[src/hdl/sr1p_pkg.sv]
// Constants for the persistent status register one block
package sr1p_pkg;

    // ==========================================================
    // Command codes
    localparam logic [7:0] CMD_WRITE_REGISTERS = 8'h01; // write_registers_cmd
    localparam logic [7:0] CMD_READ_ANY_REG = 8'h65; // read_any_reg_cmd
    localparam logic [7:0] CMD_WRITE_ANY_REG = 8'h71; // write_any_reg_cmd
    localparam logic [7:0] CMD_WRITE_ENABLE = 8'h06;
    localparam logic [7:0] CMD_WRITE_DISABLE = 8'h04;

    // ==========================================================
    // Any-register addresses (24-bit)
    localparam logic [23:0] ADDR_STATUS_ONE_PERSISTENT = 24'h000000;
    localparam logic [23:0] ADDR_CONFIG_ONE_PERSISTENT = 24'h000002;
    localparam logic [23:0] ADDR_STATUS_ONE_LIVE = 24'h800000;
    localparam logic [23:0] ADDR_CONFIG_ONE_LIVE = 24'h800002;

    // ==========================================================
    // Field positions
    localparam int BIT_REG_LOCK = 7;
    localparam int BIT_PROG_FAULT = 6;
    localparam int BIT_ERASE_FAULT = 5;
    localparam int BIT_GUARD_HI = 4;
    localparam int BIT_GUARD_LO = 2;
    localparam int BIT_WRITE_LATCH = 1;
    localparam int BIT_BUSY = 0;
    localparam int BIT_GUARD_VOLATILE_SELECT = 3;

    // ==========================================================
    // Shipped persistent values
    localparam logic RST_REG_LOCK = 1'b0;
    localparam logic PROG_FAULT_DEFAULT = 1'b0;
    localparam logic ERASE_FAULT_DEFAULT = 1'b0;
    localparam logic [2:0] RST_GUARD = 3'h0;
    localparam logic [2:0] GUARD_ALL_ONES = 3'h7;
    localparam logic WRITE_LATCH_DEFAULT = 1'b0;
    localparam logic BUSY_FLAG_DEFAULT = 1'b0;
    localparam logic [7:0] RST_CONFIG_ONE = 8'h00;

    // ==========================================================
    // Link framing counts
    localparam int SYNC_STAGES = 2;
    localparam logic [2:0] LAST_BIT = 3'h7;
    localparam logic [2:0] BYTES_CMD_ONLY = 3'h1;
    localparam logic [2:0] BYTES_WRR_ONE = 3'h2;
    localparam logic [2:0] BYTES_WRR_TWO = 3'h3;
    localparam logic [2:0] BYTES_ANY_DATA = 3'h4;
    localparam logic [2:0] BYTES_ANY_DONE = 3'h5;
    localparam logic [2:0] BYTES_MAX = 3'h7;

    // Frame phase
    typedef enum logic [1:0] {
        SR1P_IDLE,
        SR1P_ACTIVE
    } sr1p_phase_t;

endpackage

[src/hdl/sr1p_status_one_persistent.sv]
// Persistent status register one with lock gating behind a serial command link
// Function
// RULE_01: Decode write-registers 01h, read-any 65h and write-any 71h for this register.
// RULE_02: Lock set and protect pin low: ignore writes to status one and config one.
// RULE_03: Protect pin high: writes to status one and config one are accepted.
// RULE_04: Lock clear: protect pin ignored, writes allowed.
// RULE_05: Protect pin never blocks writes to other registers.
// RULE_06: Live lock bit 7 mirrors the persistent lock bit with no delay.
// RULE_07: Persistent bit 6 defaults live program fault, read-only, shipped 0.
// RULE_08: Persistent bit 5 defaults live erase fault, read-only, shipped 0.
// RULE_09: Select clear: write-registers programs persistent guard bits and copies to live.
// RULE_10: Select set: write-registers updates live guard bits only.
// RULE_11: Switching to volatile guard sets persistent guard to 111b, then frozen.
// RULE_12: Any governing guard bit set refuses program and erase in the region.
// RULE_13: Whole-array erase allowed only when all governing guard bits are 0.
// RULE_14: Persistent bit 1 defaults the write latch and rejects host programming.
// RULE_15: Persistent bit 0 defaults the busy flag and rejects host programming.
// RULE_16: Power-on, hardware or software reset copies persistent into live registers.
// RULE_17: Persistent writes reprogram the persistent copy then refresh the live copy.
// RULE_18: Host sets the write latch before any write, else the write is ignored.
// RULE_19: Protection is judged at command acceptance; a refused write changes nothing.
`timescale 1ns/1ps

module sr1p_status_one_persistent
    import sr1p_pkg::*;
(
    input wire logic clk_in,
    input wire logic rst_n_in,
    input wire logic sck_in,
    input wire logic cs_n_in,
    input wire logic si_in,
    input wire logic wp_n_in,
    input wire logic hw_reset_n_in,
    input wire logic soft_reset_in,
    output logic so_out,
    output logic so_oe_out,
    output logic [2:0] guard_bits_out,
    output logic guard_active_out,
    output logic bulk_erase_allowed_out,
    output logic [7:0] status_one_persistent_out,
    output logic [7:0] status_one_live_out,
    output logic [7:0] config_one_live_out
);

    // ==========================================================
    // Pin synchronisers
    logic [4:0] sync1_q;
    logic [4:0] sync2_q;
    logic sck_prev_q;
    logic cs_act_prev_q;

    // Two flops on every pin except clk_in, rst_n_in and soft_reset_in; stage one feeds stage two only
    always_ff @(posedge clk_in or negedge rst_n_in)
    begin
        if (!rst_n_in)
        begin
            // Idle pin levels: deselected, clock low, so no false edge after reset
            sync1_q <= 5'h1a;
            sync2_q <= 5'h1a;
        end
        else
        begin
            sync1_q <= {hw_reset_n_in, wp_n_in, si_in, cs_n_in, sck_in};
            sync2_q <= sync1_q;
        end
    end

    wire logic sck_s = sync2_q[0];
    wire logic cs_act = ~sync2_q[1];
    wire logic si_s = sync2_q[2];
    wire logic wp_high = sync2_q[3];
    wire logic hw_reset_act = ~sync2_q[4];

    // Edge history
    always_ff @(posedge clk_in or negedge rst_n_in)
    begin
        if (!rst_n_in)
        begin
            sck_prev_q <= 1'b0;
            cs_act_prev_q <= 1'b0;
        end
        else
        begin
            sck_prev_q <= sck_s;
            cs_act_prev_q <= cs_act;
        end
    end

    wire logic sck_rise = cs_act & sck_s & ~sck_prev_q;
    wire logic sck_fall = cs_act & ~sck_s & sck_prev_q;
    wire logic frame_end = cs_act_prev_q & ~cs_act;
    wire logic live_reload = hw_reset_act | soft_reset_in; // RULE_16

    // ==========================================================
    // Frame shifter
    sr1p_phase_t phase_q;
    sr1p_phase_t phase_d;
    logic [6:0] shift_q;
    logic [2:0] bit_cnt_q;
    logic [2:0] byte_cnt_q;
    logic [7:0] cmd_q;
    logic [23:0] addr_q;
    logic [7:0] data0_q;
    logic [7:0] data1_q;
    logic so_q;

    wire logic [7:0] rx_byte = {shift_q, si_s};
    wire logic byte_done = sck_rise & (bit_cnt_q == LAST_BIT);
    wire logic is_wrr = (cmd_q == CMD_WRITE_REGISTERS); // RULE_01
    wire logic is_read_any_reg_cmd = (cmd_q == CMD_READ_ANY_REG); // RULE_01
    wire logic is_write_any_reg_cmd = (cmd_q == CMD_WRITE_ANY_REG); // RULE_01
    wire logic read_phase = is_read_any_reg_cmd & (byte_cnt_q >= BYTES_ANY_DATA);

    // Phase follows chip select
    always_comb
    begin
        phase_d = phase_q;
        unique case (phase_q)
            SR1P_IDLE: if (cs_act && !live_reload) phase_d = SR1P_ACTIVE;
            SR1P_ACTIVE: if (!cs_act || live_reload) phase_d = SR1P_IDLE;
        endcase
    end

    wire logic active = (phase_q == SR1P_ACTIVE) & cs_act;

    // Bit and byte capture on sampled clock rises
    always_ff @(posedge clk_in or negedge rst_n_in)
    begin
        if (!rst_n_in)
        begin
            phase_q <= SR1P_IDLE;
            shift_q <= 7'h00;
            bit_cnt_q <= 3'h0;
            byte_cnt_q <= 3'h0;
        end
        else
        begin
            phase_q <= phase_d;
            if (!active)
            begin
                bit_cnt_q <= 3'h0;
                byte_cnt_q <= 3'h0;
            end
            else if (sck_rise)
            begin
                shift_q <= rx_byte[6:0];
                bit_cnt_q <= bit_cnt_q + 3'h1;
                if (byte_done && byte_cnt_q != BYTES_MAX)
                    byte_cnt_q <= byte_cnt_q + 3'h1;
            end
        end
    end

    // Command, address and data bytes by position
    always_ff @(posedge clk_in or negedge rst_n_in)
    begin
        if (!rst_n_in)
        begin
            cmd_q <= 8'h00;
            addr_q <= 24'h000000;
            data0_q <= 8'h00;
            data1_q <= 8'h00;
        end
        else if (active && byte_done)
        begin
            if (byte_cnt_q == 3'h0)
                cmd_q <= rx_byte;
            else if (is_wrr && byte_cnt_q == 3'h1)
                data0_q <= rx_byte;
            else if (is_wrr && byte_cnt_q == 3'h2)
                data1_q <= rx_byte;
            else if ((is_read_any_reg_cmd || is_write_any_reg_cmd) && byte_cnt_q < BYTES_ANY_DATA)
                addr_q <= {addr_q[15:0], rx_byte};
            else if (is_write_any_reg_cmd && byte_cnt_q == BYTES_ANY_DATA)
                data0_q <= rx_byte;
        end
    end

    // ==========================================================
    // Register state
    logic reg_lock_persistent_q;
    logic [2:0] guard_persistent_q;
    logic [7:0] config_one_persistent_q;
    logic [7:0] config_one_live_q;
    logic [2:0] guard_live_q;
    logic prog_fault_q;
    logic erase_fault_q;
    logic write_enable_latch_q;
    logic write_in_progress_q;
    logic reg_lock_persistent_d;
    logic [2:0] guard_persistent_d;
    logic [7:0] config_one_persistent_d;
    logic [7:0] config_one_live_d;
    logic [2:0] guard_live_d;
    logic write_enable_latch_d;

    wire logic guard_volatile_select = config_one_persistent_q[BIT_GUARD_VOLATILE_SELECT];
    wire logic reg_lock_live = reg_lock_persistent_q; // RULE_06

    // Persistent and live images; read-only persistent bits are fixed defaults
    assign status_one_persistent_out = {reg_lock_persistent_q, PROG_FAULT_DEFAULT,
        ERASE_FAULT_DEFAULT, guard_persistent_q, WRITE_LATCH_DEFAULT,
        BUSY_FLAG_DEFAULT}; // RULE_07 RULE_08 RULE_14 RULE_15
    assign status_one_live_out = {reg_lock_live, prog_fault_q, erase_fault_q, guard_live_q,
        write_enable_latch_q, write_in_progress_q};
    assign config_one_live_out = config_one_live_q;

    // Write gating judged at frame end, when the command is accepted
    wire logic hw_locked = reg_lock_persistent_q & ~wp_high; // RULE_02 RULE_03 RULE_04
    wire logic wrr_go = frame_end & is_wrr & (byte_cnt_q >= BYTES_WRR_ONE)
        & write_enable_latch_q & ~hw_locked; // RULE_18 RULE_19
    wire logic wrr_cfg = wrr_go & (byte_cnt_q >= BYTES_WRR_TWO);
    wire logic write_any_reg_cmd_frame = frame_end & is_write_any_reg_cmd & (byte_cnt_q >= BYTES_ANY_DONE)
        & write_enable_latch_q; // RULE_18
    wire logic hit_snv = (addr_q == ADDR_STATUS_ONE_PERSISTENT);
    wire logic hit_sv = (addr_q == ADDR_STATUS_ONE_LIVE);
    wire logic hit_cnv = (addr_q == ADDR_CONFIG_ONE_PERSISTENT);
    wire logic hit_cv = (addr_q == ADDR_CONFIG_ONE_LIVE);
    // Only status one and config one are behind the protect pin here
    wire logic write_any_reg_cmd_go = write_any_reg_cmd_frame & (hit_snv | hit_sv | hit_cnv | hit_cv)
        & ~hw_locked; // RULE_05 RULE_19
    wire logic [7:0] status_wdata = data0_q;
    wire logic [7:0] config_wdata = wrr_cfg ? data1_q : data0_q;
    wire logic status_nv_wr = wrr_go | (write_any_reg_cmd_go & hit_snv);
    wire logic status_v_wr = wrr_go | (write_any_reg_cmd_go & hit_sv);
    wire logic config_nv_wr = wrr_cfg | (write_any_reg_cmd_go & hit_cnv);
    wire logic config_v_wr = write_any_reg_cmd_go & hit_cv;
    wire logic select_turn_on = config_nv_wr & ~guard_volatile_select
        & config_wdata[BIT_GUARD_VOLATILE_SELECT];

    // Next register values
    always_comb
    begin
        reg_lock_persistent_d = reg_lock_persistent_q;
        guard_persistent_d = guard_persistent_q;
        config_one_persistent_d = config_one_persistent_q;
        config_one_live_d = config_one_live_q;
        guard_live_d = guard_live_q;
        write_enable_latch_d = write_enable_latch_q;
        if (status_nv_wr)
        begin
            reg_lock_persistent_d = status_wdata[BIT_REG_LOCK]; // RULE_17
            if (!guard_volatile_select)
            begin
                guard_persistent_d = status_wdata[BIT_GUARD_HI:BIT_GUARD_LO]; // RULE_09
                guard_live_d = status_wdata[BIT_GUARD_HI:BIT_GUARD_LO]; // RULE_09 RULE_17
            end
        end
        if (status_v_wr && guard_volatile_select && !(write_any_reg_cmd_go && hit_snv))
            guard_live_d = status_wdata[BIT_GUARD_HI:BIT_GUARD_LO]; // RULE_10
        if (config_nv_wr)
        begin
            // Select bit can only be set, never cleared
            config_one_persistent_d = config_wdata;
            config_one_persistent_d[BIT_GUARD_VOLATILE_SELECT] = guard_volatile_select
                | config_wdata[BIT_GUARD_VOLATILE_SELECT];
            config_one_live_d = config_one_persistent_d; // RULE_17
        end
        if (config_v_wr)
        begin
            config_one_live_d = config_wdata;
            config_one_live_d[BIT_GUARD_VOLATILE_SELECT] = guard_volatile_select;
        end
        if (select_turn_on)
            guard_persistent_d = GUARD_ALL_ONES; // RULE_11
        if (frame_end && cmd_q == CMD_WRITE_ENABLE && byte_cnt_q >= BYTES_CMD_ONLY)
            write_enable_latch_d = 1'b1;
        else if (frame_end && cmd_q == CMD_WRITE_DISABLE && byte_cnt_q >= BYTES_CMD_ONLY)
            write_enable_latch_d = 1'b0;
        else if (wrr_go || write_any_reg_cmd_go)
            write_enable_latch_d = 1'b0;
    end

    // Persistent copies survive hardware and software reset
    always_ff @(posedge clk_in or negedge rst_n_in)
    begin
        if (!rst_n_in)
        begin
            reg_lock_persistent_q <= RST_REG_LOCK;
            guard_persistent_q <= RST_GUARD;
            config_one_persistent_q <= RST_CONFIG_ONE;
        end
        else if (!live_reload)
        begin
            reg_lock_persistent_q <= reg_lock_persistent_d;
            guard_persistent_q <= guard_persistent_d;
            config_one_persistent_q <= config_one_persistent_d;
        end
    end

    // Live copies reload from persistent on any reset
    always_ff @(posedge clk_in or negedge rst_n_in)
    begin
        if (!rst_n_in)
        begin
            config_one_live_q <= RST_CONFIG_ONE;
            guard_live_q <= RST_GUARD;
            prog_fault_q <= PROG_FAULT_DEFAULT;
            erase_fault_q <= ERASE_FAULT_DEFAULT;
            write_enable_latch_q <= WRITE_LATCH_DEFAULT;
            write_in_progress_q <= BUSY_FLAG_DEFAULT;
        end
        else if (live_reload)
        begin
            config_one_live_q <= config_one_persistent_q; // RULE_16
            guard_live_q <= guard_persistent_q; // RULE_16
            prog_fault_q <= PROG_FAULT_DEFAULT; // RULE_07
            erase_fault_q <= ERASE_FAULT_DEFAULT; // RULE_08
            write_enable_latch_q <= WRITE_LATCH_DEFAULT; // RULE_14
            write_in_progress_q <= BUSY_FLAG_DEFAULT; // RULE_15
        end
        else
        begin
            config_one_live_q <= config_one_live_d;
            guard_live_q <= guard_live_d;
            write_enable_latch_q <= write_enable_latch_d;
        end
    end

    // ==========================================================
    // Protection outputs
    assign guard_bits_out = guard_volatile_select ? guard_live_q : guard_persistent_q;
    assign guard_active_out = |guard_bits_out; // RULE_12
    assign bulk_erase_allowed_out = ~guard_active_out; // RULE_13

    // ==========================================================
    // Read-any data path
    wire logic [7:0] read_byte = hit_snv ? status_one_persistent_out :
        hit_sv ? status_one_live_out :
        hit_cnv ? config_one_persistent_q :
        hit_cv ? config_one_live_q : 8'h00;

    // Output bit changes on sampled clock falls, most significant first
    always_ff @(posedge clk_in or negedge rst_n_in)
    begin
        if (!rst_n_in)
            so_q <= 1'b0;
        else if (!active)
            so_q <= 1'b0;
        else if (sck_fall && read_phase)
            so_q <= read_byte[~bit_cnt_q]; // RULE_01
    end

    assign so_out = so_q;
    assign so_oe_out = active & read_phase;

endmodule // sr1p_status_one_persistent

[config.mk]
export PLATFORM = sky130hd
export DESIGN_NAME = sr1p_status_one_persistent
export DESIGN_NICKNAME = d
export VERILOG_FILES = /design/src/hdl/sr1p_pkg.sv /design/src/hdl/sr1p_status_one_persistent.sv
export SDC_FILE = /design/constraint.sdc
export NUM_CORES = 1
export LEC_CHECK = 0
export BUFFER_PORTS_ARGS = -buffer_cell sky130_fd_sc_hd__buf_2
export CAP_MARGIN = 15
export CORE_MARGIN = 8
export CORE_UTILIZATION = 30
export CTS_BUF_LIST = sky130_fd_sc_hd__clkbuf_4
export DETAILED_ROUTE_END_ITERATION = 6
export GPL_TIMING_DRIVEN = 0
export PLACE_DENSITY = 0.49
export RECOVER_POWER = 100
export SYNTH_ARGS = -nofsm -noshare
export SYNTH_HDL_FRONTEND = slang
export SYNTH_SLANG_ARGS = --single-unit
export TNS_END_PERCENT = 5
[constraint.sdc]
create_clock -name clk_in -period 4.75 [get_ports clk_in]
set_clock_uncertainty 0.05 [all_clocks]
set_input_delay 0.2375 -clock clk_in [delete_from_list [all_inputs] [get_ports clk_in]]
set_output_delay 0.2375 -clock clk_in [all_outputs]
set_load 0.01 [all_outputs]
==> results of run 1 <==
## power groups by stage
stage	logic [mW]	registers [mW]	clock network [mW]
6_report	0.0524	0.864	0.571
5_1_grt	0.0598	0.866	0.627
4_1_cts	0.0544	0.865	0.601
3_5_place_dp	0.0505	0.880	0
3_3_place_gp	0.0460	0.880	0
2_1_floorplan	0.0200	0.875	0
## what timing repair did
item                                    CTS  global route
setup buffers                             0             0
endpoints found under the hold margin    44             0
endpoints found under the setup margin    0             0
gates resized for setup                   0             0
hold buffers                              6             0
## metal layers
metal,share of wire (%),wire length [µm],up-vias
met5,0,0,-
li1,-,-,1497
met4,1.5,167,0
met1,48,5510,1575
met2,45,5180,62
met3,5.5,627,15
## cell type report
type | count | area (µm²)
sequential | 99 | 2480
buffer | 24 | 131
fill | 1549 | 9910
timing repair buffer | 39 | 220
clock buffer | 9 | 67.6
tap | 211 | 264
clock inverter | 7 | 124
multi-input combinational | 257 | 2010
inverter | 13 | 48.8
## worst max-delay path: cells and delay by family, from the launching register on
kind	cells	cell delay (ns)
simple gates	3	2.08
flops	1	0.45
buf+inv	1	0.27
compound gates	2	0.76
## final timing paths
kind | endpoint | slack, ns | depth (start not counted) | startpoint
worst max-delay path | config_one_live_out[5] | 1.02 | 6 | cmd_q[1]
worst min-delay path | config_one_live_out[3] | 0.31 | 4 | soft_reset_in
worst max register to register | config_one_live_out[5] | 1.02 | 6 | cmd_q[1]
worst min register to register | sync2_q[4] | 0.32 | 0 | sync1_q[4]
max in group asynchronous | addr_q[15] | 2.23 | 2 | rst_n_in
min in group asynchronous | addr_q[3] | 1.00 | 2 | rst_n_in
## through the flow
| stage | instance area (µm²) | utilization (%) | total power [mW] | cells | setup slack, ns |
|---|---|---|---|---|---|
| 2_1_floorplan | 4720 | - | 0.895 | 393 | 2.20 |
| 3_3_place_gp | 5140 | 33.7 | 0.926 | 635 | 1.64 |
| 3_5_place_dp | 5180 | 33.9 | 0.931 | 637 | 1.75 |
| 4_1_cts | 5430 | 35.6 | 1.52 | 659 | 1.69 |
| 5_1_grt | 5350 | 35.0 | 1.55 | 659 | 0.817 |
| 6_report | 5350 | 35.0 | 1.49 | 659 | 1.02 |
## registers in the layout (all words and copies together) (netlist names), 3 cells and up
name and count:
shift_q 7, guard_persistent_q 3, bit_cnt_q 3, cmd_q 8, data1_q 8, config_one_live_out 8, data0_q 8, sync1_q 5
addr_q 24, config_one_persistent_q 8, sync2_q 5, guard_live_q 3, byte_cnt_q 3
## cell families after synthesis
family,share of synthesized area [%]
buffers and inverters,3.86
other,0.0798
multiplexers,20.0
AO/OA/AOI/OAI,7.67
AND/OR/NAND/NOR,12.9
adder cells (fa/ha/maj),1.86
XOR/XNOR,0.746
flip-flops,52.9
## synthesized netlist by cell type, types with 2 or more instances
cell type,count,area (µm²)
o21ai_0,18,90.1
clkbuf_1,10,37.5
xnor2_1,2,17.5
nand4_1,5,31.3
dfrtp_1,93,2330
or4_4,2,22.5
nand2_1,26,97.6
xor2_1,2,17.5
nand4b_1,2,17.5
nand3_1,9,45.0
or3_1,3,18.8
mux4_2,2,45.0
mux2i_1,7,70.1
nor2_2,2,12.5
a221o_1,7,70.1
buf_2,4,20.0
nor2b_1,3,18.8
nor4_1,6,37.5
nor3b_1,3,22.5
nor3_2,2,20.0
nand2b_1,5,31.3
inv_1,13,48.8
ha_1,7,87.6
nor3_1,4,20.0
mux2_2,72,811
buf_4,10,75.1
nor2_1,21,78.8
a21oi_1,8,40.0
a211oi_1,4,30.0
o21a_1,2,15.0
o22a_1,2,17.5
dfstp_2,6,158
==> run summary, run 1 <==
Clk buf depth: 2
Primary FF master, synth: dfrtp_1
CTS tree: yes
WHS: 0.311 ns
Die ar.: 19900 µm²
Switching fraction of total power: 23.2%
Initial antenna violation count: 0
Vias in the first global route: 3224
Port Buf Inserts: 31
Syn Area/Cell: 12.1 µm²
Post-DRT Antenna Nets: 0
First drt pass iteration count: 4
Final Slew Violations: 43
GRT overflow: 0
RSZ-0062 raised after global routing: false
Core Box Area: 15300 µm²
Avg WL per Cell: 17.4 µm
Least-Margin Pin Slew: 2.51 ns
Tot GR Track Use: 12.0%
Die width: 141 µm
Most common cell after layout, fill and taps aside: dfrtp_1
DP HPWL: 8.13 mm
Routed wire length: 11.5 mm
TritonCTS buffer count: 9
Clock sink count: 99
Element type at the critical path end: flip-flop
Root buffer cell: clkbuf_4
Max-Cap Viols: 1
Placer Congestion: 0.814
Std cell rows: 45
GR Util met2: 18.5%
Seq pwr share: 58.1%
Combinational power share: 3.5%
Clock Power Share: 38.4%
Global Route met3 Usage: 4.02%
Crit start category: flip-flop
HP Class: in2reg
Yosys cell types: 57
Worst endpoint required time: 5.07 ns
Worst-Skew Late Latency: 0.48 ns
Worst Path Max Fanout: 8
Met1 usage: 15.9%
Antenna cells: 0
Setup CP Type: reg2reg
Global-route wire length before repair: 18.6 mm
Largest net degree at the start of global routing: 58
Area Overhead vs Synth: 13.8%
Final layout net count: 458
Die Y: 141 µm
Synth warn: 0
DR vias: 3149
#FFs+latches synth: 99
Critical-path top delay cell: nor4_1
Critical Path Max Stage Delay: 1.05 ns
Seq/Total Area, Yosys: 52.9%
Reg clk slew, reported paths: 0.17 ns
Worst EP arrival: 4.05 ns
Final Hold Vio Count: 0
Leak: 2.40 nW
# IOs: 39
Max Fclk: 268 MHz
# setup viols final: 0
Post-route DRC violation count: 0
Failing checks: capacitance limit, slew limit
Switching pwr: 0.346 mW
Setup Total Neg Slack: 0 ns
Final period demand of the worst path: 3.73 ns
Starting Density: 30.8%
Most frequent cells in the layout: dfrtp_1 (93), mux2_2 (71), clkbuf_1 (32)
P_int: 1.14 mW
PD cells: 278 nW/µm²
Share of synthesized flip-flops with an asynchronous set or reset: 100%
Max VDD drop: 0.142 mV
Gr busiest metal: met2
H-tree depth: 3
Slew headroom: -67.3%
Outcome: complete, but fails checks
Post-Syn Instances: 387
DR vias/cell: 4.78
Part of the cycle the worst path needs: 78.6%
Ratio of cells with drive above 1 in the final layout: 28.1%
Initial drt markers: 200
EDFF count, synth: 0
Mapped Area: 4700 µm²
Critical Path, Cell by Cell: or3b_1 > or4_1 > nor4_1 > a211oi_1 > clkbuf_1 > a221o_1
No activity file was read; power rests on OpenSTA's default activity.
==> run 2: changes to the inputs <==
==> constraint.sdc (replaced) <==
create_clock -name clk_in -period 3.8 [get_ports clk_in]
set_clock_uncertainty 0.05 [all_clocks]
set_input_delay 0.19 -clock clk_in [delete_from_list [all_inputs] [get_ports clk_in]]
set_output_delay 0.19 -clock clk_in [all_outputs]
set_load 0.01 [all_outputs]
==> run summary, run 2 (synthesized netlist as in run 1, its figures left out) <==
Outcome: complete, but fails checks
Failing checks: capacitance limit, slew limit
WHS: 0.265 ns (-0.0452 ns)
RSZ-0062 raised after global routing: false
Final Hold Vio Count: 0 (unchanged)
DR vias/cell: 4.78 (about the same)
Multi-input gate area: 2020 µm² (+0.62%)
Post-CTS Setup Repair Bufs: 0 (unchanged)
Part of the cycle the worst path needs: 87.6% (+9.0 points)
Port Buf Inserts: 31 (unchanged)
Largest Register: addr_q
Worst Path Max Fanout: 8 (unchanged)
CTS tree: yes
Leak: 2.39 nW (-0.31%)
# IOs: 39 (unchanged)
Initial drt markers: 228 (+14%)
Worst-Skew Late Latency: 0.48 ns (about the same)
Max-Cap Viols: 1 (unchanged)
Reg clk slew, reported paths: 0.17 ns (about the same)
Post-DRT Antenna Nets: 0 (unchanged)
Post-route DRC violation count: 0 (unchanged)
Final Slew Violations: 43 (unchanged)
Setup Total Neg Slack: 0 ns (unchanged)
Die ar.: 19900 µm² (unchanged)
First drt pass iteration count: 4 (unchanged)
Die Y: 141 µm (unchanged)
HP Class: in2reg
Final period demand of the worst path: 3.33 ns (-0.405 ns)
Global-route wire length before repair: 18.6 mm (unchanged)
Area Overhead vs Synth: 14.1%
Filler cell count: 1546 (-0.19%)
PD cells: 347 nW/µm² (+25%)
Most common cell after layout, fill and taps aside: dfrtp_1
Setup CP Type: reg2reg
Vias in the first global route: 3224 (unchanged)
Worst EP arrival: 3.69 ns (-0.36 ns)
Most frequent cells in the layout: dfrtp_1 (93), mux2_2 (71), clkbuf_1 (33)
Placer Congestion: 0.814 (unchanged)
DR vias: 3150 (+0.032%)
Worst endpoint required time: 4.16 ns (-0.91 ns)
Avg WL per Cell: 17.4 µm (about the same)
Crit start category: flip-flop
Die width: 141 µm (unchanged)
Root buffer cell: clkbuf_4
Slew headroom: -67.0% (+0.33 points)
H-tree depth: 3 (unchanged)
Final layout net count: 458 (unchanged)
Element type at the critical path end: flip-flop
Core Box Area: 15300 µm² (unchanged)
TritonCTS buffer count: 9 (unchanged)
DP HPWL: 8.13 mm (unchanged)
# setup viols final: 0 (unchanged)
Largest net degree at the start of global routing: 58 (unchanged)
GRT overflow: 0 (unchanged)
Max VDD drop: 0.178 mV (+25%)
Ratio of cells with drive above 1 in the final layout: 27.9% (-0.22 points)
Seq. cell area: 2480 µm² (unchanged)
Starting Density: 30.8% (unchanged)
Antenna cells: 0 (unchanged)
Least-Margin Pin Slew: 2.51 ns (-0.00498 ns)
Routed wire length: 11.5 mm (about the same)
Clock sink count: 99 (unchanged)
Initial antenna violation count: 0 (unchanged)
Clk buf depth: 2 (unchanged)
Max Fclk: 301 MHz (+12%)
Std cell rows: 45 (unchanged)
Max reg flops: 24 (unchanged)
Tot GR Track Use: 12.0% (unchanged)
==> run 2: cell count changes in the layout (fill, tap and decap cells not counted) <==
cell,before,now
nor4_4,0,1
nor4_1,8,6
buf_2,13,11
or4_1,2,3
buf_4,7,8
or4_4,1,0
nor3_1,5,6
nor3_2,1,0
nor4_2,0,1
clkbuf_1,32,33
==> run 2: path summary, 6_finish.rpt <==
check                                    from                      to  slack (ns)  cells past startpoint
max in group asynchronous            rst_n_in              addr_q[15]        1.33                      2
worst max-delay path                 cmd_q[1]  config_one_live_out[5]        0.47                      6
worst max register to register       cmd_q[1]  config_one_live_out[5]        0.47                      6
worst min-delay path            soft_reset_in  config_one_live_out[3]        0.27                      4
min in group asynchronous            rst_n_in               addr_q[3]        0.96                      2
worst min register to register     sync1_q[4]              sync2_q[4]        0.32                      0
==> run 2: cell type report <==
| cell class | count | area share, % |
|---|---|---|
| Buffer | 24 | 2.40 |
| Multi-Input combinational cell | 257 | 37.7 |
| Tap cell | 211 | 4.93 |
| Sequential cell | 99 | 46.4 |
| Inverter | 13 | 0.910 |
| Clock buffer | 9 | 1.26 |
| Clock inverter | 7 | 2.31 |
| Timing Repair Buffer | 39 | 4.18 |
==> run 2: critical path: stages, from the launching register on <==
cell and delay, ns:
dfrtp_1 0.45, or3b_1 0.46, or4_1 0.61, nor4_4 0.42
nand2_1 0.12, nor3_1 0.85, a221o_1 0.29
==> run 2: routing by layer <==
layer,GRT usage [%],wire length [µm],vias up
met4,3.22,168,0
li1,-,-,1498
met2,18.5,5190,75
met1,15.9,5430,1562
met3,4.02,687,15
met5,0,0,-
==> run 2: where the power goes <==
group,switching [mW],internal (mW),total (mW)
clock,0.376,0.337,0.713
combinational,0.0422,0.0234,0.0655
sequential,0.0130,1.07,1.08
==> run 2: metrics by stage <==
stage	total power, mW	cells	setup WS (ns)	cell area, µm²	utilization (%)
floorplan	1.12	393	1.25	4720	-
global placement	1.16	635	0.688	5140	33.7
detailed placement	1.16	637	0.797	5180	33.9
CTS	1.90	659	0.745	5430	35.6
global route	1.94	659	0.324	5360	35.1
finish	1.86	659	0.472	5360	35.1
==> run 2: timing repair <==
item / CTS / global route
resized for setup: 0 / 0
hold buffers: 6 / 0
endpoints found under the hold margin: 45 / 0
==> run 3: changes to the inputs <==
--- a/config.mk
+++ b/config.mk
@@ -14,6 +14,7 @@
 export GPL_TIMING_DRIVEN = 0
 export PLACE_DENSITY = 0.49
 export RECOVER_POWER = 100
+export REMOVE_ABC_BUFFERS = 1
 export SYNTH_ARGS = -nofsm -noshare
 export SYNTH_HDL_FRONTEND = slang
 export SYNTH_SLANG_ARGS = --single-unit
==> run summary, run 3 (synthesized netlist as in run 1, its figures left out) <==
Crit start category: flip-flop
Outcome: complete, but fails checks
Core Box Area: 15300 µm² (unchanged)
Max VDD drop: 0.125 mV (-29%)
R2R cell count: 6 (unchanged)
Die width: 141 µm (unchanged)
Least-Margin Pin Slew: 2.26 ns (-0.241 ns)
Post-route DRC violation count: 0 (unchanged)
Avg WL per Cell: 17.1 µm (-1.9%)
Vias in the first global route: 3131 (-2.9%)
Slew headroom: -51.0% (+16 points)
# IOs: 39 (unchanged)
Root buffer cell: clkbuf_4
Reg clk slew, reported paths: 0.14 ns (-0.03 ns)
Max Fclk: 304 MHz (+1.0%)
Antenna cells: 0 (unchanged)
GRT overflow: 0 (unchanged)
Setup crit start: cmd_q[1]
Setup CP Type: reg2reg
CP endpoint: config_one_live_out[4]
Tot GR Track Use: 11.5% (-0.52 points)
WL met1: 5.11 mm (-5.9%)
Levels on crit path: 6 (unchanged)
DR vias/cell: 4.85 (+1.5%)
Starting Density: 30.8% (unchanged)
Critical-path top delay cell: nor3_1
Largest net degree at the start of global routing: 62 (+6.9%)
DP HPWL: 7.83 mm (-3.7%)
Final setup margin: 0.507 ns (+0.0345 ns)
DR vias: 3080 (-2.2%)
Element type at the critical path end: flip-flop
Combinational power share: 3.6% (about the same)
Most common cell after layout, fill and taps aside: dfrtp_1
P_int: 1.21 mW (-15%)
Routed wire length: 10.9 mm (-5.5%)
R2R setup slack: 0.51 ns (+0.03 ns)
Wire length on met2: 5.18 mm (-0.12%)
Worst-Skew Late Latency: 0.46 ns (-0.02 ns)
Ratio of cells with drive above 1 in the final layout: 25.5% (-2.4 points)
Part of the cycle the worst path needs: 86.7% (-0.91 points)
Std cell rows: 45 (unchanged)
Bufs and invs on worst path: 0 (unchanged)
Max-Cap Viols: 1 (unchanged)
PD cells: 312 nW/µm² (-10%)
Worst endpoint required time: 4.15 ns (about the same)
Global-route wire length before repair: 17.8 mm (-4.0%)
Seq pwr share: 67.0% (+8.9 points)
Final Slew Violations: 39 (-9.3%)
Critical Path Max Stage Delay: 0.84 ns (about the same)
Failing checks: capacitance limit, slew limit
Reg-to-reg endpoint: config_one_live_out[4]
Final Hold Vio Count: 0 (unchanged)
Initial antenna violation count: 0 (unchanged)
H-tree depth: 3 (unchanged)
Met3 WL: 452 µm (-34%)
Total power: 1.61 mW (-13%)
Die Y: 141 µm (unchanged)
RSZ-0062 raised after global routing: false
Final period demand of the worst path: 3.29 ns (-0.0345 ns)
Die ar.: 19900 µm² (unchanged)
Clk buf depth: 2 (unchanged)
Largest Register: addr_q
Worst Path Max Fanout: 8 (unchanged)
HP Class: in2reg
Port Buf Inserts: 31 (unchanged)
Critical Path, Cell by Cell: or3b_1 > or4_1 > nor4_4 > nand2_1 > nor3_1 > a221o_1
Initial drt markers: 105 (-54%)
Leak: 2.29 nW (-4.1%)
TritonCTS buffer count: 9 (unchanged)
Post-DRT Antenna Nets: 0 (unchanged)
Worst EP arrival: 3.64 ns (-0.05 ns)
Switching pwr: 0.401 mW (-6.9%)
Max layer used: met4
# setup viols final: 0 (unchanged)
Switching fraction of total power: 24.9% (+1.7 points)
Placer Congestion: 0.788 (-3.3%)
FF-to-FF Start: cmd_q[1]
Clock sink count: 99 (unchanged)
CP top delay family: simple AND/OR/NAND/NOR gates
Final layout net count: 435 (-5.0%)
Area Overhead vs Synth: 9.88%
Most frequent cells in the layout: dfrtp_1 (93), mux2_2 (71), nand2_1 (26)
Clock Power Share: 29.4% (-9.0 points)
First drt pass iteration count: 4 (unchanged)
Setup WS pre-CTS: 0.695 ns (-0.102 ns)
CTS tree: yes
Max reg flops: 24 (unchanged)
[run 3: cell count changes in the layout (fill, tap and decap cells not counted), moves of 3 or more]
cell,previous run,this run
buf_2,11,8
buf_4,8,1
bufinv_16,3,0
clkbuf_1,33,23
clkbuf_4,12,9
clkinv_1,0,3
[run 3: per-stage QoR]
stage | hold slack, ns | cell area (µm²) | TNS, ns | std cells | utilization, %
floorplan | -0.156 | 4590 | 0 | 369 | -
global placement | 0.247 | 5010 | -6.13 | 611 | 32.8
global route | 0.252 | 5160 | 0 | 635 | 33.8
finish | 0.267 | 5160 | 0 | 635 | 33.8
detailed placement | 0.165 | 5070 | 0 | 614 | 33.2
CTS | 0.166 | 5230 | 0 | 635 | 34.3
[run 3: how the worst min path moves through the flow]
stage | start | slack, ns | cells past startpoint | endpoint
final | soft_reset_in | 0.27 | 4 | config_one_live_out[3]
after detailed placement | rst_n_in | 0.17 | 1 | addr_q[12]
after floorplan | rst_n_in | -0.16 | 0 | addr_q[0]
after CTS | rst_n_in | 0.17 | 2 | data1_q[5]
after global routing | si_in | 0.25 | 2 | sync1_q[2]
after global placement | hw_reset_n_in | 0.25 | 1 | sync1_q[4]
[run 3: area by class of cell]
type	count	area [µm²]
clock buffer	9	67.6
clock inverter	6	33.8
fill	1542	10100
inverter	13	48.8
multi-input combinational	257	2030
sequential	99	2480
tap	211	264
timing repair buffer	40	236
[run 3: per-layer routing]
metal	track usage, %	vias up
met3	3.68	11
met4	2.77	0
met5	0	-
met1	14.6	1572
li1	-	1448
met2	18.7	49
[run 3: power by group through the flow]
stage                     logic (mW)  registers [mW]  clock network [mW]
final                         0.0574            1.08               0.474
after global routing          0.0661            1.08               0.547
after CTS                     0.0603            1.08               0.503
after detailed placement      0.0555            1.10                   0
after global placement        0.0505            1.10                   0
after floorplan               0.0185            1.09                   0
[run 3: worst min-delay path, stage by stage]
cell and delay (ns):
buf_2 0.09, and2b_1 0.25, a21oi_1 0.15, nor3_1 0.06
[run 3: timing repair]
| action | CTS | global route |
|---|---|---|
| hold endpoints to repair | 43 | 0 |
| gates resized for setup | 0 | 0 |
| hold buffers | 6 | 0 |
| buffers inserted | 0 | 0 |
